==> src/design/iosg_params.svh <==
// offsets, field positions, reset values and timing counts of the gearbox
`ifndef IOSG_PARAMS_SVH
`define IOSG_PARAMS_SVH
`define IOSG_OFS_CTRL      4'h0
`define IOSG_OFS_DELAY     4'h4
`define IOSG_OFS_STATUS    4'h8
`define IOSG_OFS_ALIGN     4'hc
`define IOSG_CTRL_RXMODE   0
`define IOSG_CTRL_TXMODE   2
`define IOSG_CTRL_RXEN     4
`define IOSG_CTRL_TXEN     5
`define IOSG_STAT_OVF      0
`define IOSG_STAT_UNDR     1
`define IOSG_STAT_LEVEL    4
`define IOSG_CTRL_RST      6'h00
`define IOSG_DELAY_RST     3'h0
`define IOSG_ALIGN_RST     16'h0000
`define IOSG_DELAY_TAPS    8
`define IOSG_FIFO_DEPTH    8
`define IOSG_CLK_PERIOD_NS 4
`define IOSG_LINK_PERIOD_NS 32
`define IOSG_EDGE_CYCLES   ((`IOSG_LINK_PERIOD_NS / 2) / `IOSG_CLK_PERIOD_NS)
`endif

==> src/design/iosg_pkg.sv <==
// types and mode decoding shared by the gearbox files
package iosg_pkg;
	typedef enum logic [1:0] {
		mode_video7,
		mode_ddr8,
		mode_dual4
	} iosg_mode_t;

	// index of the last bit of a word in the given mode
	function automatic logic [2:0] iosg_last(input logic [1:0] m);
		logic [2:0] r;
		r = 3'h7;
		unique case (m)
			2'h0: r = 3'h6;
			2'h1: r = 3'h7;
			2'h2: r = 3'h3;
			default: r = 3'h7;
		endcase
		return r;
	endfunction : iosg_last

	function automatic iosg_mode_t iosg_mode(input logic [1:0] m);
		iosg_mode_t r;
		r = mode_ddr8;
		if (m == 2'h0)
			r = mode_video7;
		else if (m == 2'h2)
			r = mode_dual4;
		return r;
	endfunction : iosg_mode
endpackage : iosg_pkg

==> src/design/iosg_stream_if.sv <==
// valid/ready word stream between gearbox modules
`timescale 1ns/10ps
interface iosg_stream_if #(parameter int W = 8);
	logic [W-1:0] data;
	logic         valid;
	logic         ready;
	modport src (output data, output valid, input ready);
	modport snk (input data, input valid, output ready);
endinterface : iosg_stream_if

==> src/design/iosg_fifo.sv <==
// small word fifo with registered read data
`timescale 1ns/10ps
module iosg_fifo #(
	parameter int W     = 8,
	parameter int DEPTH = 8
) (
	// clock and reset
	input  wire logic                       clk_sys,
	input  wire logic                       nrst,
	// streams
	iosg_stream_if.snk                      wr,
	iosg_stream_if.src                      rd,
	// fill level
	output logic [$clog2(DEPTH+1)-1:0]      level
);
	localparam int AW = $clog2(DEPTH);
	localparam int LW = $clog2(DEPTH + 1);

	logic [W-1:0]  mem_r [DEPTH];
	logic [W-1:0]  mem_nxt [DEPTH];
	logic [AW-1:0] wptr_r, wptr_nxt, rptr_r, rptr_nxt;
	logic [LW-1:0] cnt_r, cnt_nxt;
	logic [W-1:0]  dout_r, dout_nxt;
	logic          dval_r, dval_nxt;
	logic          push, pop;

	// pointers wrap naturally, so depth must be a power of two
	always_comb begin
		mem_nxt  = mem_r;
		wptr_nxt = wptr_r;
		rptr_nxt = rptr_r;
		dout_nxt = dout_r;
		dval_nxt = dval_r;
		push     = wr.valid && (cnt_r != LW'(DEPTH));
		pop      = (cnt_r != '0) && (!dval_r || rd.ready);
		if (rd.ready && dval_r)
			dval_nxt = 1'b0;
		if (pop) begin
			dout_nxt = mem_r[rptr_r];
			dval_nxt = 1'b1;
			rptr_nxt = rptr_r + 1'b1;
		end
		if (push) begin
			mem_nxt[wptr_r] = wr.data;
			wptr_nxt        = wptr_r + 1'b1;
		end
		cnt_nxt = cnt_r + LW'(push) - LW'(pop);
	end

	always_ff @(posedge clk_sys) begin
		mem_r <= mem_nxt;
	end

	always_ff @(posedge clk_sys) begin
		if (!nrst) begin
			wptr_r <= '0;
			rptr_r <= '0;
			cnt_r  <= '0;
			dout_r <= '0;
			dval_r <= 1'b0;
		end else begin
			wptr_r <= wptr_nxt;
			rptr_r <= rptr_nxt;
			cnt_r  <= cnt_nxt;
			dout_r <= dout_nxt;
			dval_r <= dval_nxt;
		end
	end

	assign wr.ready = (cnt_r != LW'(DEPTH));
	assign rd.data  = dout_r;
	assign rd.valid = dval_r;
	assign level    = cnt_r;
endmodule : iosg_fifo

==> src/design/iosg_sync.sv <==
// two-flop synchroniser for pin and link clock inputs
`timescale 1ns/10ps
module iosg_sync #(
	parameter int W = 1
) (
	// clock and reset
	input  wire logic         clk_sys,
	input  wire logic         nrst,
	// asynchronous in, synchronised out
	input  wire logic [W-1:0] d,
	output logic      [W-1:0] q
);
	logic [W-1:0] s1_r;
	logic [W-1:0] s2_r;

	genvar i;
	generate
		for (i = 0; i < W; i++) begin : g_bit
			always_ff @(posedge clk_sys) begin
				if (!nrst) begin
					s1_r[i] <= 1'b0;
					s2_r[i] <= 1'b0;
				end else begin
					s1_r[i] <= d[i];
					s2_r[i] <= s1_r[i];
				end
			end
		end
	endgenerate
	assign q = s2_r;
endmodule : iosg_sync

==> src/design/iosg_top.sv <==
// serial/parallel gearbox pair with avalon control registers
//
// The Avalon-MM register port and the register offsets were decided locally.
`include "iosg_params.svh"
`timescale 1ns/10ps
module iosg_top (
	// clock and reset
	input  wire logic        clk_sys,
	input  wire logic        nrst,
	// avalon-mm slave
	input  wire logic [3:0]  avs_address,
	input  wire logic        avs_read,
	input  wire logic        avs_write,
	input  wire logic [31:0] avs_writedata,
	output logic      [31:0] avs_readdata,
	output logic             avs_waitrequest,
	// serial link
	input  wire logic        fast_edge_clock,
	input  wire logic [1:0]  rx_serial,
	output logic      [1:0]  tx_serial,
	// core receive side
	input  wire logic        word_align_request,
	output logic             align_select,
	output logic      [7:0]  rx_q,
	output logic             rx_q_valid,
	input  wire logic        rx_q_ready,
	// core transmit side
	input  wire logic [7:0]  tx_d,
	input  wire logic        tx_d_valid,
	output logic             tx_d_ready
);
	localparam int DW = `IOSG_DELAY_TAPS - 1;
	localparam int LW = $clog2(`IOSG_FIFO_DEPTH + 1);

	// register group
	logic [5:0]    ctrl_r, ctrl_nxt;
	logic [2:0]    delay_r, delay_nxt;
	logic          ovf_r, ovf_nxt, undr_r, undr_nxt;
	logic [15:0]   align_cnt_r, align_cnt_nxt;
	logic          waitreq_r, waitreq_nxt;
	logic [31:0]   rdata_r, rdata_nxt;
	logic [LW-1:0] fifo_level;
	logic          wr_go, rd_go;
	// receive group
	logic [2:0]    sync_q;
	logic          lclk_s, lclk_d_r, lclk_d_nxt, link_edge;
	logic [1:0]    din;
	logic [DW-1:0] dly_r [2];
	logic [DW-1:0] dly_nxt [2];
	logic [1:0]    tap;
	logic [1:0]    cap_r, cap_nxt;
	logic          cap_vld_r, cap_vld_nxt;
	logic [2:0]    rcnt_r, rcnt_nxt;
	logic [7:0]    rsh_a_r, rsh_a_nxt;
	logic [3:0]    rsh_c_r, rsh_c_nxt;
	logic          slip_r, slip_nxt, req_d_r, req_d_nxt, req_rise;
	logic [7:0]    rxw_r, rxw_nxt;
	logic          rxw_vld_r, rxw_vld_nxt;
	logic          rupd, ovf_set;
	logic          rx_en, tx_en;
	iosg_pkg::iosg_mode_t rx_mode, tx_mode;
	// transmit group
	logic [7:0]    hold_r, hold_nxt;
	logic          hold_full_r, hold_full_nxt;
	logic          tx_rdy_r, tx_rdy_nxt;
	logic [2:0]    tcnt_r, tcnt_nxt;
	logic [7:0]    tsh_r, tsh_nxt, tword;
	logic [1:0]    tpin_r, tpin_nxt;
	logic          undr_set;

	iosg_stream_if #(.W(8)) fifo_in ();
	iosg_stream_if #(.W(8)) fifo_out ();

	// one decoder for both read and write paths
	function automatic logic reg_hit(input logic [3:0] a,
	                                 input logic [3:0] ofs);
		return a == ofs;
	endfunction : reg_hit

	iosg_sync #(.W(3)) u_sync (
		.clk_sys (clk_sys),
		.nrst    (nrst),
		.d       ({rx_serial, fast_edge_clock}),
		.q       (sync_q)
	);

	iosg_fifo #(.W(8), .DEPTH(`IOSG_FIFO_DEPTH)) u_fifo (
		.clk_sys (clk_sys),
		.nrst    (nrst),
		.wr      (fifo_in),
		.rd      (fifo_out),
		.level   (fifo_level)
	);

	assign lclk_s  = sync_q[0];
	assign din     = sync_q[2:1];
	assign rx_en   = ctrl_r[`IOSG_CTRL_RXEN];
	assign tx_en   = ctrl_r[`IOSG_CTRL_TXEN];
	assign rx_mode = iosg_pkg::iosg_mode(ctrl_r[`IOSG_CTRL_RXMODE +: 2]);
	assign tx_mode = iosg_pkg::iosg_mode(ctrl_r[`IOSG_CTRL_TXMODE +: 2]);

	// avalon slave: one wait cycle, then a single-cycle answer
	always_comb begin
		ctrl_nxt    = ctrl_r;
		delay_nxt   = delay_r;
		rdata_nxt   = rdata_r;
		wr_go       = avs_write && !waitreq_r;
		rd_go       = avs_read && waitreq_r;
		waitreq_nxt = !((avs_read || avs_write) && waitreq_r);
		ovf_nxt     = ovf_r;
		undr_nxt    = undr_r;
		if (wr_go && reg_hit(avs_address, `IOSG_OFS_CTRL))
			ctrl_nxt = avs_writedata[5:0];
		if (wr_go && reg_hit(avs_address, `IOSG_OFS_DELAY))
			delay_nxt = avs_writedata[2:0];
		if (wr_go && reg_hit(avs_address, `IOSG_OFS_STATUS)) begin
			if (avs_writedata[`IOSG_STAT_OVF])
				ovf_nxt = 1'b0;
			if (avs_writedata[`IOSG_STAT_UNDR])
				undr_nxt = 1'b0;
		end
		// set after clear so a same-cycle event is kept
		if (ovf_set)
			ovf_nxt = 1'b1;
		if (undr_set)
			undr_nxt = 1'b1;
		if (rd_go) begin
			rdata_nxt = 32'h0000_0000;
			if (reg_hit(avs_address, `IOSG_OFS_CTRL))
				rdata_nxt[5:0] = ctrl_r;
			else if (reg_hit(avs_address, `IOSG_OFS_DELAY))
				rdata_nxt[2:0] = delay_r;
			else if (reg_hit(avs_address, `IOSG_OFS_STATUS)) begin
				rdata_nxt[`IOSG_STAT_OVF]            = ovf_r;
				rdata_nxt[`IOSG_STAT_UNDR]           = undr_r;
				rdata_nxt[`IOSG_STAT_LEVEL +: LW]    = fifo_level;
			end else if (reg_hit(avs_address, `IOSG_OFS_ALIGN))
				rdata_nxt[15:0] = align_cnt_r;
		end
	end

	always_ff @(posedge clk_sys) begin
		if (!nrst) begin
			ctrl_r    <= `IOSG_CTRL_RST;
			delay_r   <= `IOSG_DELAY_RST;
			ovf_r     <= 1'b0;
			undr_r    <= 1'b0;
			waitreq_r <= 1'b1;
			rdata_r   <= 32'h0000_0000;
		end else begin
			ctrl_r    <= ctrl_nxt;
			delay_r   <= delay_nxt;
			ovf_r     <= ovf_nxt;
			undr_r    <= undr_nxt;
			waitreq_r <= waitreq_nxt;
			rdata_r   <= rdata_nxt;
		end
	end

	// receive: delay taps, edge capture, assembly, output word
	always_comb begin
		lclk_d_nxt    = lclk_s;
		link_edge     = lclk_s ^ lclk_d_r;
		req_d_nxt     = word_align_request;
		req_rise      = word_align_request && !req_d_r;
		for (int l = 0; l < 2; l++) begin
			dly_nxt[l] = {dly_r[l][DW-2:0], din[l]};
			tap[l]     = (delay_r == 3'h0) ? din[l]
			           : dly_r[l][delay_r - 3'h1];
		end
		cap_nxt       = link_edge ? tap : cap_r;
		cap_vld_nxt   = link_edge && rx_en;
		rcnt_nxt      = rcnt_r;
		rsh_a_nxt     = rsh_a_r;
		rsh_c_nxt     = rsh_c_r;
		slip_nxt      = slip_r || req_rise;
		align_cnt_nxt = align_cnt_r;
		rupd          = 1'b0;
		if (!rx_en) begin
			rcnt_nxt = 3'h0;
			slip_nxt = 1'b0;
		end else if (cap_vld_r) begin
			if (slip_r) begin
				// drop one bit to move the word boundary
				slip_nxt      = req_rise;
				align_cnt_nxt = align_cnt_r + 16'h0001;
			end else begin
				rsh_a_nxt[rcnt_r]      = cap_r[0];
				rsh_c_nxt[rcnt_r[1:0]] = cap_r[1];
				if (rcnt_r == iosg_pkg::iosg_last(rx_mode)) begin
					rcnt_nxt = 3'h0;
					rupd     = 1'b1;
				end else
					rcnt_nxt = rcnt_r + 3'h1;
			end
		end
		rxw_nxt = rxw_r;
		unique case (rx_mode)
			iosg_pkg::mode_video7: rxw_nxt = {1'b0, rsh_a_nxt[6:0]};
			iosg_pkg::mode_ddr8:   rxw_nxt = rsh_a_nxt;
			iosg_pkg::mode_dual4:  rxw_nxt = {rsh_a_nxt[3:0], rsh_c_nxt};
		endcase
		if (!rupd)
			rxw_nxt = rxw_r;
		rxw_vld_nxt = rupd;
		// the serial link cannot stall, so a full fifo drops the word
		ovf_set = rxw_vld_r && !fifo_in.ready;
	end

	always_ff @(posedge clk_sys) begin
		if (!nrst) begin
			lclk_d_r    <= 1'b0;
			dly_r[0]    <= '0;
			dly_r[1]    <= '0;
			cap_r       <= 2'h0;
			cap_vld_r   <= 1'b0;
			rcnt_r      <= 3'h0;
			rsh_a_r     <= 8'h00;
			rsh_c_r     <= 4'h0;
			slip_r      <= 1'b0;
			req_d_r     <= 1'b0;
			align_cnt_r <= `IOSG_ALIGN_RST;
			rxw_r       <= 8'h00;
			rxw_vld_r   <= 1'b0;
		end else begin
			lclk_d_r    <= lclk_d_nxt;
			dly_r       <= dly_nxt;
			cap_r       <= cap_nxt;
			cap_vld_r   <= cap_vld_nxt;
			rcnt_r      <= rcnt_nxt;
			rsh_a_r     <= rsh_a_nxt;
			rsh_c_r     <= rsh_c_nxt;
			slip_r      <= slip_nxt;
			req_d_r     <= req_d_nxt;
			align_cnt_r <= align_cnt_nxt;
			rxw_r       <= rxw_nxt;
			rxw_vld_r   <= rxw_vld_nxt;
		end
	end

	assign fifo_in.data   = rxw_r;
	assign fifo_in.valid  = rxw_vld_r;
	assign fifo_out.ready = rx_q_ready;

	// transmit: hold register, boundary load, per-edge shift
	always_comb begin
		hold_nxt      = hold_r;
		hold_full_nxt = hold_full_r;
		tcnt_nxt      = tcnt_r;
		tsh_nxt       = tsh_r;
		tpin_nxt      = tpin_r;
		undr_set      = 1'b0;
		tword         = tsh_r;
		if (tx_d_valid && tx_rdy_r) begin
			hold_nxt      = tx_d;
			hold_full_nxt = 1'b1;
		end
		if (!tx_en) begin
			tcnt_nxt = 3'h0;
			tpin_nxt = 2'h0;
		end else if (link_edge) begin
			if (tcnt_r == 3'h0) begin
				// an empty hold at the boundary sends zeros
				tword         = hold_full_r ? hold_r : 8'h00;
				undr_set      = !hold_full_r;
				tsh_nxt       = tword;
				hold_full_nxt = tx_d_valid && tx_rdy_r;
			end
			unique case (tx_mode)
				iosg_pkg::mode_video7,
				iosg_pkg::mode_ddr8:  tpin_nxt = {1'b0, tword[tcnt_r]};
				iosg_pkg::mode_dual4: tpin_nxt = {tword[3'h4 + tcnt_r],
				                                  tword[tcnt_r]};
			endcase
			if (tcnt_r == iosg_pkg::iosg_last(tx_mode))
				tcnt_nxt = 3'h0;
			else
				tcnt_nxt = tcnt_r + 3'h1;
		end
		tx_rdy_nxt = !hold_full_nxt;
	end

	always_ff @(posedge clk_sys) begin
		if (!nrst) begin
			hold_r      <= 8'h00;
			hold_full_r <= 1'b0;
			tx_rdy_r    <= 1'b0;
			tcnt_r      <= 3'h0;
			tsh_r       <= 8'h00;
			tpin_r      <= 2'h0;
		end else begin
			hold_r      <= hold_nxt;
			hold_full_r <= hold_full_nxt;
			tx_rdy_r    <= tx_rdy_nxt;
			tcnt_r      <= tcnt_nxt;
			tsh_r       <= tsh_nxt;
			tpin_r      <= tpin_nxt;
		end
	end

	assign avs_readdata    = rdata_r;
	assign avs_waitrequest = waitreq_r;
	assign tx_serial       = tpin_r;
	assign align_select    = slip_r;
	assign rx_q            = fifo_out.data;
	assign rx_q_valid      = fifo_out.valid;
	assign tx_d_ready      = tx_rdy_r;
endmodule : iosg_top

==> config.mk <==
export PLATFORM = sky130hd
export DESIGN_NAME = iosg_top
export DESIGN_NICKNAME = d
export VERILOG_FILES = /design/src/design/iosg_pkg.sv /design/src/design/iosg_stream_if.sv /design/src/design/iosg_fifo.sv /design/src/design/iosg_sync.sv /design/src/design/iosg_top.sv
export VERILOG_INCLUDE_DIRS = /design/src /design/src/design
export SDC_FILE = /design/constraint.sdc
export NUM_CORES = 1
export LEC_CHECK = 0
export BUFFER_PORTS_ARGS = -buffer_cell sky130_fd_sc_hd__buf_4
export CAP_MARGIN = 20
export CORE_UTILIZATION = 63
export DETAILED_ROUTE_END_ITERATION = 10
export PLACE_DENSITY = 0.83
export SLEW_MARGIN = 15
export SYNTH_ARGS = -nofsm -noshare
export SYNTH_HDL_FRONTEND = slang
export SYNTH_SLANG_ARGS = --single-unit
==> constraint.sdc <==
create_clock -name clk_sys -period 3.71 [get_ports clk_sys]
set_input_delay 0 -clock clk_sys [delete_from_list [all_inputs] [get_ports clk_sys]]
set_output_delay 0 -clock clk_sys [all_outputs]
set_load 0.005 [all_outputs]
==> results summary, run 1 <==
Synthesis handed over a netlist of 765 instances. The instance area after placement came out at 9080 sq um. Summing the areas of all compound-gate instances in the mapped netlist gives 9.58% of the synthesized area. Among all flip-flop cells after synthesis, the most frequent one is dfxtp_1. The worst flop-to-flop path endpoint is tx_serial[0]$_SDFFE_PN0N_. The number of warnings reported in the yosys synthesis log came out at 0. For the worst setup path, the data required time is 4070 ps. The XOR/XNOR share of the synthesized area is 2.42%.

IR analysis of the VDD net gives a maximum drop of 0.288 mV. The library cell used most frequently in the layout, excluding fill and tap cells, is dfxtp_1. The worst setup path is captured at a flop.

The initial cell density of the core is 64.9%. The kind of cell with the highest combined delay on the critical path is compound AO/OA/AOI/OAI gates. The final RePlAce weighted congestion came out at 0.872. The top fanout value on the critical path is 18. Global routing consumed, over all layers together, 25.7% of the routing resources. Tracing the worst setup path back leads to its startpoint at tcnt_r[0]$_SDFFE_PN0N_. Summed over all failing endpoints, the final setup total negative slack is 0 ps. For this run, design rule violations remaining after detail routing come to 0. Across the run, the number of max-cap violations was 0. The fraction of the cycle the final worst path needs is 69.8%. In the layout the commonest cells are dfxtp_1, nand2_1, edfxtp_1.

Setup repair after global routing left no endpoint under its margin. The transition at the pin with the smallest max-transition slack is 1020 ps. The delay of the slowest critical-path stage came out at 520 ps. The fraction of the yosys area taken by sequential cells is 53.9%. The initial antenna violation count came out at 0. Entering global routing, the biggest net connects 130 pins. After filler insertion, the fill cell instance count of the layout stands at 837. Among all stages on the critical path, the largest delay is contributed by dfxtp_1.

The number of resized instances in the post-cts repair step is 0. Headroom to the max-slew limit came out at 32.2%. The die is 119 um wide. For met2 alone, demand over resource in global routing was 44.1%. The H-tree level count is 4.

The top achievable clock speed is 386 MHz. The count of unique library cells instantiated by Yosys is 66. The buffers plus inverters on the worst setup path is 1. The cell leakage power came out at 3.55 nW.

The logic depth of the worst register-to-register path came out at 7. The clock reaches the later pin of the worst-skew pair after 440 ps. The number of antenna diodes came out at 0.

The dominant combinational cell family by area after synthesis is simple AND/OR/NAND/NOR gates. The area of combinational cells with multiple inputs is 3660 sq um. The die extent in y is 119 um. Clock tree synthesis selected as its root buffer the cell clkbuf_16. By startpoint and endpoint, the worst setup path is classified as reg2reg. The layout net count came out at 912. The total global routing overflow is 0. The launch point of the worst reg-to-reg path is tcnt_r[0]$_SDFFE_PN0N_. The DRC marker count from the first detailed-route iteration is 498.

The number of buffers inserted for hold repair after clock tree synthesis is 33. The worst path in the final design needs a cycle of 2590 ps, including I/O delays and setup. Setup violations remaining at the end of the flow were counted as 0. The worst clock skew on the final layout came out at 7.69 ps. The post-CTS setup-driven buffer insertion count came out at 0. The number of buffers on the longest clock path came out at 2. The run finished with clean final reports. The worst hold path was traced through 5 stages. At the worst endpoint, the arrival time is 2950 ps. The wire length of the first global-routing pass came out at 28300 um. Walking the worst path, the cells encountered are inv_1 -> ha_1 -> nand2b_1 -> a211oi_1 -> o41ai_1 -> o211ai_1 -> a21boi_0. Compared with the post-synthesis result, the final layout area differs by 15.8%. The total clock sinks came out at 200. dfxtp_1 takes more of the synthesized area than any other cell. The synthesized design contains 64 enable-type register cells. Measured against the total synthesized area, the mux share comes to 9.42%.

The proportion of synthesized flip-flops having asynchronous set or reset came out at 0%. The final-report hold violation count is 0. The die outline area came out at 14200 sq um.

The floorplan has 42 rows. The detailed-route wire length is 17500 um. The routed wirelength normalized by instance count came out at 17.0 um. The via count of the first global-routing pass is 5891. Summing all flip-flop and latch instances after layout gives 4640 sq um. Before antenna repair, the detailed router went through 6 iterations. The post-synthesis cell area is 8620 sq um. The count of nets left with antenna violations after detail routing came out at 0. The fraction of layout instances using a drive strength above 1 came out at 15.2%. Global routing consumed, on the met3 layer, 5.32% of the routing resources. The fraction of the mapped netlist area in adder cells is 2.70%. The clock buffer count from CTS came out at 17. A synthesized cell averages 11.3 sq um. With fillers left out, the area of the finished cells amounts to 9990 sq um. After synthesis, the cell types taking the most area are dfxtp_1, edfxtp_1, mux4_2. The area share of the largest cell type after synthesis came out at 31.6%.

The capturing element of the worst setup path is tx_serial[0]$_SDFFE_PN0N_. TritonCTS built the clock tree. In this run, synthesis produced a sequential element count of 200. STA classifies the critical path startpoint as a flop. In the routed layout, each cell is associated on average with a via count of 5.81. The core region is 13300 sq um. The total power density per cell area came out at 481 nW/um^2. The register-to-register setup slack is 1120 ps. The min-delay analysis places its worst path in the category in2reg. The placed wire-length estimate came out at 11100 um. The total number of cells along the worst setup path came out at 7. The count of pins over their slew limit is 0. The met1 global-route usage is 31.5%.

The post-synthesis simple-gate area fraction came out at 17.7%. The clock edge transition at the registers on the reported setup and hold paths is 70 ps. Pin placement for this block handled 100 I/O pins. The number of vias in the routed layout is 5974.

The quantity of I/O buffers inserted on ports came out at 57. The layer with the highest usage after global routing is met2.
-- per-stage QoR --
step	hold slack (ps)	total power [W]	cells	util, %	setup WS, ps
global route	146	0.00495	1029	75.1	949
global placement	210	0.00297	963	68.3	1430
CTS	109	0.00481	1028	75.0	1220
detailed placement	214	0.00302	963	68.3	1260
floorplan	116	0.00285	780	-	1260
finish	121	0.00480	1029	75.1	1120
-- cells in the mapped netlist, types with 3 or more instances --
cell type / count
o21ai_0: 20
nor2b_1: 39
and4b_1: 8
nor2_1: 26
o211a_1: 8
xor2_1: 11
a21boi_0: 20
nand2b_1: 10
o22ai_1: 6
a32oi_1: 3
inv_1: 19
mux2_2: 9
or3_1: 4
nor3_1: 7
a21oi_1: 21
buf_4: 20
nand3b_1: 4
and3_1: 5
nor4_1: 5
nand3_1: 29
xnor2_1: 11
and2_1: 51
a22oi_1: 14
buf_2: 7
mux2i_1: 26
a211oi_1: 6
mux4_2: 20
edfxtp_1: 64
a31o_2: 3
nand2_1: 71
dfxtp_1: 136
clkbuf_1: 26
ha_1: 17
-- cells by family after synthesis --
kind of cell,count (synthesis)
muxes,55
buffers and inverters,76
xor gates and xnor gates,23
other,1
DFF,200
and+or+nand+nor,273
AOI/OAI and AO/OA,119
adders and majority gates,18
-- layer usage --
layer / share of wire, % / vias up
li1: - / 2842
met1: 42 / 2900
met2: 51 / 194
met3: 4.8 / 38
met4: 2.3 / 0
met5: 0 / -
-- worst register-to-register path, stage by stage (launching register included) --
cell	delay, ps
dfxtp_1	520
inv_1	120
ha_1	310
nand2b_1	490
a211oi_1	230
o41ai_1	520
o211ai_1	160
a21boi_0	180
-- final cells by class --
cell class	instances	share of cell area, %
multi-input cells	504	36.7
well taps	176	2.20
flip-flops and latches	200	46.5
clock inverters	13	1.32
clock buffers	19	4.33
inverters	20	0.752
repair buffers	97	8.19
-- where the power goes --
group          internal (W)  switching [W]
Clock              0.000985       0.000791
Combinational      0.000321       0.000283
Sequential          0.00232       0.000101
Total               0.00363        0.00117
-- registers in the layout (all words and copies together), names as in the netlist, 4 cells and up --
| signal | flops |
|---|---|
| align_cnt_r | 16 |
| ctrl_r | 6 |
| hold_r | 8 |
| tsh_r | 8 |
| u_fifo.level | 4 |
| fifo_in.data | 8 |
| avs_readdata | 16 |
| rsh_a_r | 8 |
| rsh_c_r | 4 |
| u_fifo.rd.data | 8 |
| dly_nxt | 12 |
| u_fifo.mem_r | 64 |
-- worst min path at each step --
stage                        start                      endpoint  slack [ps]
floorplan                avs_write    avs_waitrequest$_SDFF_PN1_         120
global placement      rx_serial[1]     u_sync.s1_r[2]$_SDFF_PN0_         210
detailed placement    rx_serial[1]     u_sync.s1_r[2]$_SDFF_PN0_         210
CTS                 avs_address[0]  avs_readdata[2]$_SDFFE_PN0P_         110
global route        avs_address[0]  avs_readdata[2]$_SDFFE_PN0P_         150
finish              avs_address[0]  avs_readdata[3]$_SDFFE_PN0P_         120
(Power assumes the default switching activity.)
==> run 2: changes to the inputs <==
--- a/config.mk
+++ b/config.mk
@@ -8,9 +8,9 @@
 export LEC_CHECK = 0
 export BUFFER_PORTS_ARGS = -buffer_cell sky130_fd_sc_hd__buf_4
 export CAP_MARGIN = 20
-export CORE_UTILIZATION = 63
+export CORE_UTILIZATION = 53
 export DETAILED_ROUTE_END_ITERATION = 10
-export PLACE_DENSITY = 0.83
+export PLACE_DENSITY = 0.74
 export SLEW_MARGIN = 15
 export SYNTH_ARGS = -nofsm -noshare
 export SYNTH_HDL_FRONTEND = slang
==> constraint.sdc (replaced) <==
create_clock -name clk_sys -period 2.1 [get_ports clk_sys]
set_input_delay 0 -clock clk_sys [delete_from_list [all_inputs] [get_ports clk_sys]]
set_output_delay 0 -clock clk_sys [all_outputs]
set_load 0.005 [all_outputs]
==> run 2 against run 1 <==
  * Core utilization shrank 10 points
  * Register-to-register slack got worse by 1000 ps
  * Clock-buffer cell count stayed put
  * Fmax up 30%
  * Clock skew increased by 2.8 ps
  * Sequential share of layout area is 1.4 points lower
  * Flip-flop and latch count unchanged
  * Worst setup slack worse by 1000 ps
  * Critical endpoint is now ctrl_r[1]$_SDFFE_PN0P_
==> results summary, run 2 (synthesized netlist as in run 1, its figures left out) <==
The run finished with clean final reports. The data arrival time of the critical path came to 2340 ps (-610 ps). Among all stages on the critical path, the largest delay is contributed by dlygate4sd3_1.

The critical path required time was 2450 ps (-1620 ps). The category of the most critical setup path is reg2reg. The routed length on met2 was 8840 um (-0.35%). The worst ir drop on vdd came out at 0.594 mV (+110%). The critical path goes through nor4b_4 -> dlygate4sd3_1 -> nand3_1 -> a21boi_0. The detailed router used layers up to and including met4. The total power density per cell area came to 835 nW/um^2 (+74%). The clock buffer count from CTS came to 17 (unchanged). The routed wirelength normalized by instance count came out at 16.2 um (-4.7%). The number of buffers on the longest clock path came to 2 (unchanged).

The cell leakage power is 3.69 nW (+4.1%). The count of nets left with antenna violations after detail routing is 0 (unchanged). The worst hold path belongs to the class in2reg. The time the final worst path needs with I/O delays and setup is 1990 ps (-599 ps). The clock edge transition at the registers on the reported setup and hold paths came out at 70 ps (about the same). The placeable core region came out at 15900 sq um (+19%). The worst setup path is launched from a flop. The detailed-route wire length on metal 1 came out at 8080 um (+9.0%).

The die extent in y is 130 um (+8.9%). The total setup violations reported at the end of the flow is 0 (unchanged). The die boundary width is 130 um (+8.9%). The total clock sinks came out at 200 (unchanged).

The die outline area came out at 16800 sq um (+19%). The overall global routing resource usage came out at 22.3% (-3.4 points). The post-placement worst setup slack came out at 95.4 ps (-1160 ps). The quantity of I/O buffers inserted on ports came out at 57 (unchanged). The top-level port count is 100 (unchanged). The number of flip-flops in the largest register came to 64 (unchanged). The final core area utilization came out at 64.9% (-10 points).

The count of pins over their slew limit was 0 (unchanged). Grouping stages by cell kind, the critical path spends the most delay in buffers and inverters. The placed wire-length estimate came out at 12100 um (+8.8%). The buffers plus inverters on the worst setup path came out at 1 (unchanged). The number of antenna diodes was 0 (unchanged).

CTS placed an instance of clkbuf_16 at the clock tree root. The worst setup path is captured at a flop. The most frequent standard cell in the layout excluding fill and tap cells is dfxtp_1.

Setup repair after global routing left no endpoint under its margin. The fraction of the cycle the final worst path needs came to 94.7% (+25 points). The wire length of the first global-routing pass came out at 28900 um (+2.3%). The CTS tree is built.

The total global routing overflow came to 0 (unchanged). The area growth from synthesis to layout is 19.5%. The DRC marker count from the first detailed-route iteration came out at 381 (-23%). The total design power is 0.00861 W (+79%). The DRC violations left came to 0 (unchanged). The most flop-heavy register is u_fifo.mem_r. The pin count of the biggest net entering global routing is 45 (-65%). The max-slew headroom at the worst pin came out at 53.4% (+21 points). The initial cell density of the core was 54.3% (-11 points). The initial antenna violation count was 0 (unchanged). The number of optimization iterations in the first detailed-route pass is 5 (-1). The post-CTS setup-driven buffer insertion count came out at 0 (unchanged). The layout net count is 937 (+2.7%). The worst hold margin came out at 131 ps (+9.89 ps). The insertion delay of the later-clocked pin in the worst-skew pair came out at 440 ps (about the same).

The transition at the pin with the smallest max-transition slack is 697 ps (-320 ps). The final-report hold violation count came out at 0 (unchanged). The H-tree level count is 4 (unchanged). The number of standard-cell rows in the floorplan is 46 (+9.5%). The top fanout value on the critical path came out at 9 (-9). The via count of the first global-routing pass is 5962 (+1.2%). The top achievable clock speed was 503 MHz (+30%). The count of maximum capacitance violations was 0 (unchanged).

The fraction of layout instances using a drive strength above 1 is 18.8% (+3.6 points). The final RePlAce weighted congestion came out at 0.887 (+1.8%). The worst path setup slack after routing came out at 111 ps (-1010 ps). The final sum of negative setup slack came out at 0 ps (unchanged). The per-cell via count in the routed design came out at 5.45 (-6.1%). The delay of the slowest critical-path stage is 700 ps (+180 ps). The worst clock skew on the final layout was 10.4 ps (+2.76 ps). The length of routed met3 wiring is 510 um (-40%). Leaving out fill and tap cells, the most frequent cells in the layout are dfxtp_1, buf_4, nand2_1. The number of vias in the routed layout came out at 5957 (-0.28%). The detailed-route wire length came out at 17700 um (+1.2%).
## run 2: per-layer routing
metal  GRT usage (%)  up-vias
met5               0        -
met4            8.69        0
met3            3.76       28
met2            39.0      112
met1            27.7     2924
li1                -     2893
## run 2: through the flow
stage | cell area (sq um) | std cells
floorplan | 8720 | 780
global placement | 9320 | 1024
detailed placement | 9320 | 1024
CTS | 10300 | 1093
global route | 10300 | 1093
finish | 10300 | 1093
## run 2: final timing paths
path	start	endpoint	slack [ps]	cells after the start
setup / recovery	avs_waitrequest$_SDFF_PN1_	ctrl_r[1]$_SDFFE_PN0P_	110	4
hold / removal	avs_address[0]	avs_readdata[2]$_SDFFE_PN0P_	130	5
setup reg to reg	avs_waitrequest$_SDFF_PN1_	ctrl_r[1]$_SDFFE_PN0P_	110	4
hold reg to reg	u_sync.s1_r[2]$_SDFF_PN0_	u_sync.q[2]$_SDFF_PN0_	440	1
## run 2: area by class of cell
cell class	instances	area, sq um
Inverter	20	75.1
Tap cell	216	270
Multi-Input combinational cell	504	3720
Timing Repair Buffer	122	1020
Clock buffer	19	454
Fill cell	1194	5580
Sequential cell	200	4650
Clock inverter	12	114
## run 2: power breakdown
| part | switching [W] | leakage [nW] | internal, W |
|---|---|---|---|
| logic | 0.000607 | 1.86 | 0.000647 |
| registers | 0.0000955 | 1.54 | 0.00410 |
| clock network | 0.00144 | 0.286 | 0.00172 |
| total | 0.00214 | 3.69 | 0.00647 |
## run 2: timing repair
action                                  in CTS  in global routing
endpoints found under the setup margin       0                  7
endpoints found under the hold margin       46                  0
hold buffers                                38                  0
gates resized for setup                      0                  6
## run 2: worst register-to-register path, delay by kind of cell, from the launching register on
kind / cells / cell delay [ps]
AO/OA/AOI/OAI: 1 / 190
buffers and inverters: 1 / 710
AND/OR/NAND/NOR: 2 / 650
flip-flops: 1 / 360
